===== src/zscm_regs.vh =====
// Constants for the zero-stuffing and complex-mix back end
`ifndef ZSCM_REGS_VH
`define ZSCM_REGS_VH

// Control register 01h bit positions (the register itself stays outside this block)
`define ZSCM_CTRL_ADDR        8'h01
`define ZSCM_BIT_MODRATE_HI   5
`define ZSCM_BIT_MODRATE_LO   4
`define ZSCM_BIT_ZSTUFF       3
`define ZSCM_BIT_CMIX         2
`define ZSCM_BIT_POSEXP       1

// Modulation-rate codes
`define ZSCM_MOD_NONE         2'h0
`define ZSCM_MOD_HALF         2'h1
`define ZSCM_MOD_QUARTER      2'h2
`define ZSCM_MOD_EIGHTH       2'h3

// Carrier phase steps on an eight-point phase wheel
`define ZSCM_STEP_NONE        3'h0
`define ZSCM_STEP_HALF        3'h4
`define ZSCM_STEP_QUARTER     3'h2
`define ZSCM_STEP_EIGHTH      3'h1

// Midscale code as it leaves for the DAC core (offset binary)
`define ZSCM_MIDSCALE         16'h8000

// Carrier magnitudes in Q15, carried at 18 bits so that +1.0 fits
`define ZSCM_COEF_ONE         18'h08000
`define ZSCM_COEF_RT2         18'h05A82
`define ZSCM_COEF_ZERO        18'h00000

// Depth of the sample FIFO in front of the mixer
`define ZSCM_FIFO_DEPTH       4
`define ZSCM_FIFO_AW          2

`endif


===== src/zscm_mixer.v =====
// Zero-stuffing stage and complex mixer in front of the DAC core, with its input FIFO
// Function
// - Control bit 3 of register 01h enables zero stuffing when set to one.
// - While stuffing, a midscale code 8000h follows every sample from the filter path.
// - Stuffing doubles the DAC sample rate against the input sample rate.
// - Zero insertion sits after the modulator, so stuffed samples are never mixed.
// - Control bit 2 of register 01h couples I and Q into one complex mixer.
// - Control bit 1 picks carrier exponent sign, flipping the sine term.
// - Complex carrier frequency uses the same rate field: half, quarter or eighth.
// - Modulation rate selection is held in bits 5 and 4 of register 01h.
`timescale 1ns/100ps
`include "zscm_regs.vh"

// ----------------------------------------------------------------------------
// Sample FIFO
// ----------------------------------------------------------------------------
module zscm_fifo #(
  parameter WIDTH = 32,
  parameter DEPTH = 4,
  parameter AW    = 2
) (
  input  wire             ref_clk,
  input  wire             reset,
  input  wire [WIDTH-1:0] wr_data,
  input  wire             wr_valid,
  output wire             wr_ready,
  output wire [WIDTH-1:0] rd_data,
  output wire             rd_valid,
  input  wire             rd_ready
);
  // Four words absorb a back-to-back burst while stuffing halves the drain rate
  // Storage is not reset: a word is only read once valid_reg vouches for it
  reg [WIDTH-1:0] mem_reg [0:DEPTH-1];
  reg [AW-1:0]    wr_ptr_reg;
  reg [AW-1:0]    rd_ptr_reg;
  reg [AW:0]      count_reg;
  reg [AW:0]      count_next;
  reg             ready_reg;
  reg             valid_reg;
  wire            push;
  wire            pop;

  assign push     = wr_valid & ready_reg;
  assign pop      = rd_ready & valid_reg;
  assign wr_ready = ready_reg;
  assign rd_valid = valid_reg;
  assign rd_data  = mem_reg[rd_ptr_reg];

  always @* begin
    count_next = count_reg;
    if (push && !pop) begin
      count_next = count_reg + 1'b1;
    end else if (pop && !push) begin
      count_next = count_reg - 1'b1;
    end
  end

  always @(posedge ref_clk) begin
    if (reset) begin
      wr_ptr_reg <= {AW{1'b0}};
      rd_ptr_reg <= {AW{1'b0}};
      count_reg  <= {(AW+1){1'b0}};
      ready_reg  <= 1'b1;
      valid_reg  <= 1'b0;
    end else begin
      count_reg <= count_next;
      // Flags are registered so full and empty never depend on the far side's strobes
      ready_reg <= (count_next != DEPTH[AW:0]);
      valid_reg <= (count_next != {(AW+1){1'b0}});
      if (push) begin
        wr_ptr_reg <= wr_ptr_reg + 1'b1;
      end
      if (pop) begin
        rd_ptr_reg <= rd_ptr_reg + 1'b1;
      end
    end
  end

  always @(posedge ref_clk) begin
    if (push) begin
      mem_reg[wr_ptr_reg] <= wr_data;
    end
  end
endmodule

// ----------------------------------------------------------------------------
// Top: modulator followed by zero stuffing
// ----------------------------------------------------------------------------
module zscm_mixer (
  input  wire        ref_clk,
  input  wire        reset,
  input  wire [15:0] in_i,
  input  wire [15:0] in_q,
  input  wire        in_valid,
  output wire        in_ready,
  input  wire [1:0]  mod_rate,
  input  wire        zero_stuff_en,
  input  wire        complex_mix_en,
  input  wire        pos_exp_sel,
  output reg  [15:0] dac_i_code,
  output reg  [15:0] dac_q_code,
  output reg         dac_stuffed,
  output reg         dac_underrun
);

  // --------------------------------------------------------------------------
  // Helpers
  // --------------------------------------------------------------------------
  // Signed sample times Q15 coefficient, result kept wide for the sum
  function signed [18:0] zscm_mul;
    input signed [15:0] x;
    input signed [17:0] c;
    reg   signed [33:0] p;
    begin
      p        = x * c;
      zscm_mul = p[33:15];
    end
  endfunction

  // Saturate to 16 bits; complex sums can reach 1.414 of full scale
  function [15:0] zscm_sat;
    input signed [19:0] v;
    begin
      if (v > 20'sd32767) begin
        zscm_sat = 16'h7FFF;
      end else if (v < -20'sd32768) begin
        zscm_sat = 16'h8000;
      end else begin
        zscm_sat = v[15:0];
      end
    end
  endfunction

  // --------------------------------------------------------------------------
  // Input FIFO
  // --------------------------------------------------------------------------
  wire [31:0] head_data;
  wire        head_valid;
  wire        take;

  zscm_fifo #(
    .WIDTH (32),
    .DEPTH (`ZSCM_FIFO_DEPTH),
    .AW    (`ZSCM_FIFO_AW)
  ) u_fifo (
    .ref_clk  (ref_clk),
    .reset    (reset),
    .wr_data  ({in_i, in_q}),
    .wr_valid (in_valid),
    .wr_ready (in_ready),
    .rd_data  (head_data),
    .rd_valid (head_valid),
    .rd_ready (take)
  );

  // --------------------------------------------------------------------------
  // Stuffing slot and carrier phase
  // --------------------------------------------------------------------------
  reg        stuff_slot_reg;
  reg [2:0]  phase_reg;
  reg [2:0]  phase_step;
  wire       data_slot;

  // With stuffing every second DAC cycle is a midscale slot, so input rate halves
  assign data_slot = !zero_stuff_en || !stuff_slot_reg;
  assign take      = data_slot && head_valid;

  always @* begin
    case (mod_rate)
      `ZSCM_MOD_HALF:    phase_step = `ZSCM_STEP_HALF;
      `ZSCM_MOD_QUARTER: phase_step = `ZSCM_STEP_QUARTER;
      `ZSCM_MOD_EIGHTH:  phase_step = `ZSCM_STEP_EIGHTH;
      default:           phase_step = `ZSCM_STEP_NONE;
    endcase
  end

  always @(posedge ref_clk) begin
    if (reset) begin
      stuff_slot_reg <= 1'b0;
      phase_reg      <= 3'h0;
    end else begin
      // Slot flop parks at zero while disabled, so enabling starts on a data slot
      stuff_slot_reg <= zero_stuff_en ? !stuff_slot_reg : 1'b0;
      // Carrier advances per modulated sample only, never per stuffed slot
      // Limitation: a mid-stream rate change keeps the current phase, no re-zero
      if (take) begin
        phase_reg <= phase_reg + phase_step;
      end
    end
  end

  // --------------------------------------------------------------------------
  // Carrier lookup
  // --------------------------------------------------------------------------
  reg signed [17:0] cos_c;
  reg signed [17:0] sin_c;

  // Eight-point wheel: entry k is the cosine and sine of k times 45 degrees
  // Half rate only visits entries 0 and 4, where sine is zero: no quadrature there
  always @* begin
    case (phase_reg)
      3'h0: begin
        cos_c = `ZSCM_COEF_ONE;
        sin_c = `ZSCM_COEF_ZERO;
      end
      3'h1: begin
        cos_c = `ZSCM_COEF_RT2;
        sin_c = `ZSCM_COEF_RT2;
      end
      3'h2: begin
        cos_c = `ZSCM_COEF_ZERO;
        sin_c = `ZSCM_COEF_ONE;
      end
      3'h3: begin
        cos_c = -`ZSCM_COEF_RT2;
        sin_c = `ZSCM_COEF_RT2;
      end
      3'h4: begin
        cos_c = -`ZSCM_COEF_ONE;
        sin_c = `ZSCM_COEF_ZERO;
      end
      3'h5: begin
        cos_c = -`ZSCM_COEF_RT2;
        sin_c = -`ZSCM_COEF_RT2;
      end
      3'h6: begin
        cos_c = `ZSCM_COEF_ZERO;
        sin_c = -`ZSCM_COEF_ONE;
      end
      default: begin
        cos_c = `ZSCM_COEF_RT2;
        sin_c = -`ZSCM_COEF_RT2;
      end
    endcase
  end

  // --------------------------------------------------------------------------
  // Mixer
  // --------------------------------------------------------------------------
  wire signed [15:0] s_i;
  wire signed [15:0] s_q;
  wire signed [17:0] sin_s;
  wire signed [18:0] ic;
  wire signed [18:0] is;
  wire signed [18:0] qc;
  wire signed [18:0] qs;
  reg  signed [19:0] re_sum;
  reg  signed [19:0] im_sum;

  assign s_i   = head_data[31:16];
  assign s_q   = head_data[15:0];
  // Negative exponent flips the sine term, moving the rejected sideband
  assign sin_s = pos_exp_sel ? sin_c : -sin_c;
  // Products keep Q15 scaling; the floor from the arithmetic shift is deliberate
  // Complex overrange clips rather than wraps, trading distortion for no sign flips
  assign ic    = zscm_mul(s_i, cos_c);
  assign is    = zscm_mul(s_i, sin_s);
  assign qc    = zscm_mul(s_q, cos_c);
  assign qs    = zscm_mul(s_q, sin_s);

  always @* begin
    // No carrier selected: samples pass straight through
    if (mod_rate == `ZSCM_MOD_NONE) begin
      re_sum = {{4{s_i[15]}}, s_i};
      im_sum = {{4{s_q[15]}}, s_q};
    end else if (complex_mix_en) begin
      // Half rate has no quadrature partner: sine is zero there, so only cos acts
      re_sum = {ic[18], ic} - {qs[18], qs};
      im_sum = {is[18], is} + {qc[18], qc};
    end else begin
      re_sum = {ic[18], ic};
      im_sum = {qc[18], qc};
    end
  end

  // --------------------------------------------------------------------------
  // Zero stuffing and DAC output
  // --------------------------------------------------------------------------
  // Underrun sends midscale too, so a starved filter never repeats a stale code
  // Every output is a flop, so the DAC core sees one clean word per edge
  always @(posedge ref_clk) begin
    if (reset) begin
      dac_i_code   <= `ZSCM_MIDSCALE;
      dac_q_code   <= `ZSCM_MIDSCALE;
      dac_stuffed  <= 1'b0;
      dac_underrun <= 1'b0;
    end else if (take) begin
      // Twos complement to offset binary: flip the sign bit
      dac_i_code   <= zscm_sat(re_sum) ^ `ZSCM_MIDSCALE;
      dac_q_code   <= zscm_sat(im_sum) ^ `ZSCM_MIDSCALE;
      dac_stuffed  <= 1'b0;
      dac_underrun <= 1'b0;
    end else begin
      // Inserted after the mixer, so this code is never modulated
      dac_i_code   <= `ZSCM_MIDSCALE;
      dac_q_code   <= `ZSCM_MIDSCALE;
      dac_stuffed  <= !data_slot;
      dac_underrun <= data_slot;
    end
  end
endmodule


===== config.mk =====
export PLATFORM = sky130hd
export DESIGN_NAME = zscm_mixer
export DESIGN_NICKNAME = d
export VERILOG_FILES = /design/src/zscm_mixer.v
export VERILOG_INCLUDE_DIRS = /design/src
export SDC_FILE = /design/constraint.sdc
export NUM_CORES = 2
export LEC_CHECK = 0
export ABC_AREA = 1
export BUFFER_PORTS_ARGS = -buffer_cell sky130_fd_sc_hd__buf_4
export CORE_AREA = 2 2 320 322
export DETAILED_ROUTE_END_ITERATION = 8
export DIE_AREA = 0 0 322 324
export GPL_TIMING_DRIVEN = 0
export PLACE_DENSITY = 0.65
export SETUP_SLACK_MARGIN = 0.2
export SLEW_MARGIN = 20
export SYNTH_ARGS = -nofsm -noshare
export SYNTH_HDL_FRONTEND = slang
export SYNTH_SLANG_ARGS = --single-unit

===== constraint.sdc =====
create_clock -name ref_clk -period 15.1 [get_ports ref_clk]
set_input_delay 0.755 -clock ref_clk [delete_from_list [all_inputs] [get_ports ref_clk]]
set_output_delay 0.755 -clock ref_clk [all_outputs]
set_load 0.02 [all_outputs]

=== Word-level counts from Yosys, hierarchy flattened ===
Memory sizes are Yosys's and may differ from the RTL's. A register that Yosys moved wholly into a read port is not among the register bits.
Index checks and enable logic that the tools add are counted.

* Add/subtract/negate cells: 8
* Multipliers: 4
* $lt $le $gt $ge: 4
* Equality and inequality tests: 10
* Mux-type cells: 22
* Bitwise gates (word level): 6
* Reduce and logical (&&, ||, !) cells: 19

{| class="wikitable"
|+ Operators with widths
! cell !! number
|-
| case mux 18 bit (4 select lines) || 2
|-
| multiplier 16 x 18 -> 34 bit || 4
|-
| 2-to-1 mux 16 bit || 8
|-
| 2-to-1 mux 20 bit || 4
|-
| > comparator 20 x 16 -> 1 bit, second input constant || 2
|-
| < comparator 20 x 16 -> 1 bit, second input constant || 2
|-
| adder 19 x 19 -> 20 bit || 1
|-
| subtractor 19 x 19 -> 20 bit || 1
|-
| 2-to-1 mux 18 bit || 1
|-
| negation 18 bit || 1
|-
| OR reduction 2 bit || 7
|-
| == test 3 bit, second input constant || 3
|-
| case mux 3 bit (3 select lines) || 1
|-
| == test 3 x 2 -> 1 bit, second input constant || 2
|-
| 2-to-1 mux 3 bit || 2
|-
| logical NOT 1 bit || 5
|-
| adder 2 x 1 -> 2 bit, second input constant || 2
|-
| == test 2 bit, second input constant || 2
|-
| 2-to-1 mux 2 bit || 2
|-
| inverter 1 bit || 4
|-
| adder 3 x 1 -> 3 bit, second input constant || 1
|-
| adder 3 bit || 1
|-
| == test 3 x 1 -> 1 bit, second input constant || 1
|-
| logical AND 1 bit || 3
|-
| other kinds (9) || 11
|}

* Register bits after elaboration: 47
* Bits in writable memories: 128
* Input port bits: 40
* Output and inout port bits: 35
* Logic and storage cells: 85
* Memories: 1

{| class="wikitable"
|+ Memory list
! memory !! words !! width !! rd ports !! clocked after memory_dff !! write ports !! RTL line !! RTL
|-
| u_fifo.mem_reg || 4 || 32 || 1 || 1 || 1 || zscm_mixer.v:33 || <nowiki>reg [WIDTH-1:0] mem_reg [0:DEPTH-1];</nowiki>
|}

=== Logic depth before layout (Yosys ltp) ===
* Depth in word-level cells: 15
* Depth in mapped cells: 55
* Gate-level depth less buffers: 50

=== Modules after synthesis ===
Synthesis repeated with hierarchy kept, for this count alone.

* Cells, all modules: 4953
* Area, all modules: 44310.0 um^2

{| class="wikitable"
|+ Modules (own cells, without submodules)
! module !! times used !! cells an instance !! area an instance (um^2) !! seq. area each (um^2)
|-
| zscm_mixer || 1 || 4563 || 38999.9 || 760.7
|-
| zscm_fifo || 1 || 390 || 5310.1 || 4063.9
|}

=== Worst setup path before layout ===
Ideal clock, no wire load.

* Path type: input -> register
* From: in pos_exp_sel
* To: reg dac_i_code[12]
* Library setup time: 0.065 ns
* Arrival time: 8.504 ns
* Data required time: 15.035 ns
* Path slack: 6.532 ns
* Stages: 42
* Buffers on the path: 2
* Path through: inv_1 -> nand2_1 -> nand2_1 -> inv_1 -> nor2_1 -> clkbuf_1 -> clkinv_1 -> clkbuf_1 -> nor2_1 -> fa_1 -> inv_1 -> fa_1 -> fa_1 -> fa_1 -> inv_1 -> fa_1 -> fa_1 -> ha_1 -> [... 6 more ...] -> nand2_1 -> o211ai_1 -> a21oi_1 -> o21ai_0 -> xnor2_1 -> ha_1 -> a21oi_1 -> o31ai_1 -> a21oi_1 -> nand3_1 -> or2_1 -> nand3_1 -> nand2_1 -> o21ai_4 -> inv_2 -> nand2_4 -> nand2_4 -> nor2_1

* Longest elaborated chain between the ends: 10
* Elaborated cells on any way between the ends: 11
* Those cells by class: add/sub (1); mul (1); order compare (2); mux (7)

{| class="wikitable"
|+ RTL lines
! element !! RTL line !! RTL
|-
| start: declaration || zscm_mixer.v:99 || <nowiki>input wire pos_exp_sel,</nowiki>
|-
| 2-to-1 mux 18 bit (*) || zscm_mixer.v:253 || <nowiki>assign sin_s = pos_exp_sel ? sin_c : -sin_c;</nowiki>
|-
| multiplier 16 x 18 -> 34 bit (*) || zscm_mixer.v:115 || <nowiki>p = x * c;</nowiki>
|-
| subtractor 19 x 19 -> 20 bit (*) || zscm_mixer.v:268 || <nowiki>re_sum = {ic[18], ic} - {qs[18], qs};</nowiki>
|-
| 2-to-1 mux 20 bit (*) || zscm_mixer.v:266 || <nowiki>end else if (complex_mix_en) begin</nowiki>
|-
| 2-to-1 mux 20 bit (*) || zscm_mixer.v:263 || <nowiki>if (mod_rate == `ZSCM_MOD_NONE) begin</nowiki>
|-
| < comparator 20 x 16 -> 1 bit || zscm_mixer.v:126 || <nowiki>end else if (v < -20'sd32768) begin</nowiki>
|-
| 2-to-1 mux 16 bit || zscm_mixer.v:126 ||
|-
| 2-to-1 mux 16 bit (*) || zscm_mixer.v:124 || <nowiki>if (v > 20'sd32767) begin</nowiki>
|-
| 2-to-1 mux 16 bit (*) || zscm_mixer.v:287 || <nowiki>end else if (take) begin</nowiki>
|-
| 2-to-1 mux 16 bit (*) || zscm_mixer.v:282 || <nowiki>if (reset) begin</nowiki>
|-
| end signal: assignment || zscm_mixer.v:283 || <nowiki>dac_i_code <= `ZSCM_MIDSCALE;</nowiki>
|-
| end signal: assignment || zscm_mixer.v:289 || <nowiki>dac_i_code <= zscm_sat(re_sum) ^ `ZSCM_MIDSCALE;</nowiki>
|-
| end signal: assignment || zscm_mixer.v:295 || <nowiki>dac_i_code <= `ZSCM_MIDSCALE;</nowiki>
|-
| end: declaration || zscm_mixer.v:100 || <nowiki>output reg [15:0] dac_i_code,</nowiki>
|}

Every way passes the cells marked *; elsewhere a longest branch is shown, timed or not. The select of a mux whose other input is x is not followed.
A chain may end at the register's enable or synchronous reset.

=== Final worst setup path ===
* From: reg phase_reg[0]
* To: reg dac_i_code[3]

* Longest elaborated chain between the ends: 14
* Elaborated cells on any way between the ends: 26
* Those cells by class: add/sub (2); mul (2); order compare (2); eq/ne (6); mux (9); reduce/logical (5)

{| class="wikitable"
|+ RTL lines
! element !! RTL line !! RTL
|-
| start: declaration || zscm_mixer.v:160 || <nowiki>reg [2:0] phase_reg;</nowiki>
|-
| start signal: assignment || zscm_mixer.v:187 || <nowiki>phase_reg <= phase_reg + phase_step;</nowiki>
|-
| == test 3 bit (tied with other cells) || zscm_mixer.v:201 || <nowiki>case (phase_reg)</nowiki>
|-
| OR reduction 2 bit (no source line) || -- ||
|-
| case mux 18 bit (4 select lines) || zscm_mixer.v:201 ||
|-
| negation 18 bit || zscm_mixer.v:253 ||
|-
| 2-to-1 mux 18 bit || zscm_mixer.v:253 ||
|-
| multiplier 16 x 18 -> 34 bit || zscm_mixer.v:115 ||
|-
| subtractor 19 x 19 -> 20 bit || zscm_mixer.v:268 ||
|-
| 2-to-1 mux 20 bit (*) || zscm_mixer.v:266 ||
|-
| 2-to-1 mux 20 bit (*) || zscm_mixer.v:263 ||
|-
| < comparator 20 x 16 -> 1 bit || zscm_mixer.v:126 ||
|-
| 2-to-1 mux 16 bit || zscm_mixer.v:126 ||
|-
| 2-to-1 mux 16 bit (*) || zscm_mixer.v:124 ||
|-
| 2-to-1 mux 16 bit (*) || zscm_mixer.v:287 ||
|-
| 2-to-1 mux 16 bit (*) || zscm_mixer.v:282 ||
|}

Marked as above.

==> metrics.yaml <==
cells_and_area:
  area_growth_pct: 6.626
  largest_reg_flops: 128
  drive_above_1_share: 0.03833
  nets: 6582
  fill_cells: 9656
  register_area_mm2: 0.004825
  final_cell_area_mm2: 0.04798
  multi_input_area_mm2: 0.03422
yosys:
  yosysWarnings: 0
  synth.ff_latch_count: 177
  syn_area_mm2: 0.04500
  async_flop_share: 0
  synth_top_flop_cell: "edfxtp_1"
  synth.area.top_cells: "fa_1 45%, inv_1 12%, ha_1 10%"
  synthDistinctLibCells: 53
  yosys.area.top_type_share: 0.4529
  synth_fp_nets: 6481
  avgSynthCellArea_um2: 8.909
  syn_inst: 5051
  synth-edff-count: 128
  yosysSeqAreaShare: 0.1072
  synth_top_cell_by_area: "fa_1"
critical_path:
  endpoint_kind: "flop"
  path_max_fanout: 10
  crit_required_ps: 15400
  crit_slowest_cell: "clkinv_1"
  max_stage_delay_ps: 770
  critPathKind: "reg2reg"
  start_kind: "flop"
  crit_arrival_ps: 12230
  rrSetupSlack_ps: 3180
run:
  max_cap_viol_count: 0
grt:
  grt_pass1_vias: 34733
  grt_first_pass_wirelength_mm: 200.3
  grt_max_degree: 23
  antenna_found_initial: 3
  grt.total_usage: 0.2556
  grt_overflow: 0
clock_network:
  ctsResizeCount: 0
  clk_latency_ps: 430
  cts_tree: "yes"
  hold_buffers: 0
  cts_root_buffer: "clkbuf_16"
  clk_pin_slew_ps: 70
  cts_buffer_depth: 2
  htree_levels: 4
  post_cts_buffers: 0
  cts_made_buffers: 17
  clock-sinks: 177
detailed_routing:
  drtIter0Drc: 2571
  vias: 33158
  drtPass1Iterations: 7
  avgRoutedWirePerCell_um: 19.82
  drc: 0
  via_per_inst: 5.120
  wirelength_mm: 128.4
  ant_nets: 0
status:
  run_status: "completed"
timing:
  min_period_ps: 11920
  clock.fmax_mhz: 83.87
  min_period_over_period: 0.7896
  skew_ps: 9.900
  setup_violations: 0
  final-max-slew-violation-count: 0
  final.setup.tns_ps: 0
  hold_viol: 0
  worst_pin_slew_ps: 1224
  grt_setup_unrepaired: "false"
  max_slew_margin: 0.1810
die:
  rows: 117
  die-area_mm2: 0.1043
  core_mm2: 0.1010
  ioPinCount: 75
  die_h_um: 324
  dieWidth_um: 322
  start_util: 0.4455
placed_design:
  routabilityCongestion: 0.9992
  dpl.hpwl_mm: 112.4
  dpl_cell_area_mm2: 0.04738
  buffer_ports.inserted: 73
min_path:
  worst_hold_path_type: "reg2reg"
-- cell families (layout without fill, tap and decap cells) --
logic type	Yosys count	in the layout	synth area share
AOI/OAI and AO/OA	491	491	0.06178
xor gates and xnor gates	125	125	0.02433
adders and majority gates	1390	1390	0.5563
buffers and inverters	1588	1702	0.1335
DFF	177	177	0.1072
other	0	2	0
and+or+nand+nor	1280	1280	0.1169
-- metrics by stage --
stage,hold slack [ps],instances,setup slack [ps],util
floorplan,390.3,5051,6532,-
global placement,397.2,6433,3270,0.4671
detailed placement,403.1,6441,3326,0.4690
CTS,411.9,6473,3288,0.4749
global route,440.8,6474,2514,0.4750
finish,410.3,6476,3177,0.4750
-- layout make-up --
type	instances	area share
diodes	2	0.0001043
plain buffers	84	0.007562
clock buffers	18	0.008944
clock inverters	14	0.003338
inverters	1504	0.1177
multi-input cells	3286	0.7133
flip-flops and latches	177	0.1006
well taps	1309	0.03413
repair buffers	82	0.01442
-- cell usage after synthesis (19+ instances only) --
| master | instances |
|---|---|
| a21oi_1 | 238 |
| nand2_1 | 613 |
| ha_1 | 372 |
| clkbuf_1 | 53 |
| xor2_1 | 74 |
| nor2_1 | 448 |
| o21ai_0 | 119 |
| inv_1 | 1483 |
| a31oi_1 | 19 |
| dfxtp_1 | 49 |
| nand4_1 | 19 |
| fa_1 | 1018 |
| xnor2_1 | 51 |
| edfxtp_1 | 128 |
| nor3_1 | 22 |
| nand3_1 | 114 |
-- cells in the final DEF, fill, tap and decap left out, types with 15 or more instances in the layout --
cell       instances
a21oi_1          238
a31oi_1           19
a32oi_1           15
buf_4             75
clkbuf_1          52
clkbuf_16         17
dfxtp_1           49
edfxtp_1         128
fa_1            1018
ha_1             372
inv_1           1483
nand2_1          613
nand3_1          114
nand4_1           19
nor2_1           443
nor3_1            22
o21ai_0          119
o21ai_1           15
o21bai_1          18
xnor2_1           51
xor2_1            74
-- routing by layer --
layer | routed length, um | track usage
met1 | 53330 | 0.3449
met2 | 60120 | 0.4222
met3 | 9490 | 0.03740
met4 | 5409 | 0.08920
met5 | 13 | 0
-- final timing paths --
| check | startpoint | to | cells after the start |
|---|---|---|---|
| hold / removal | stuff_slot_reg | stuff_slot_reg | 1 |
| hold reg to reg | stuff_slot_reg | stuff_slot_reg | 1 |
| setup / recovery | phase_reg[0] | dac_i_code[3] | 40 |
| setup reg to reg | phase_reg[0] | dac_i_code[3] | 40 |
-- worst max-delay path, delay by kind of cell (launching register included) --
kind	cells	cell delay (ps)
adders and majority gates	8	3720
DFF	1	330
buffers and inverters	12	3250
and+or+nand+nor	12	2480
AOI/OAI and AO/OA	7	1290
xor gates and xnor gates	1	690
Power is not shown: default switching activity piles up to over one toggle a cycle in this logic, so the estimate is an artifact.
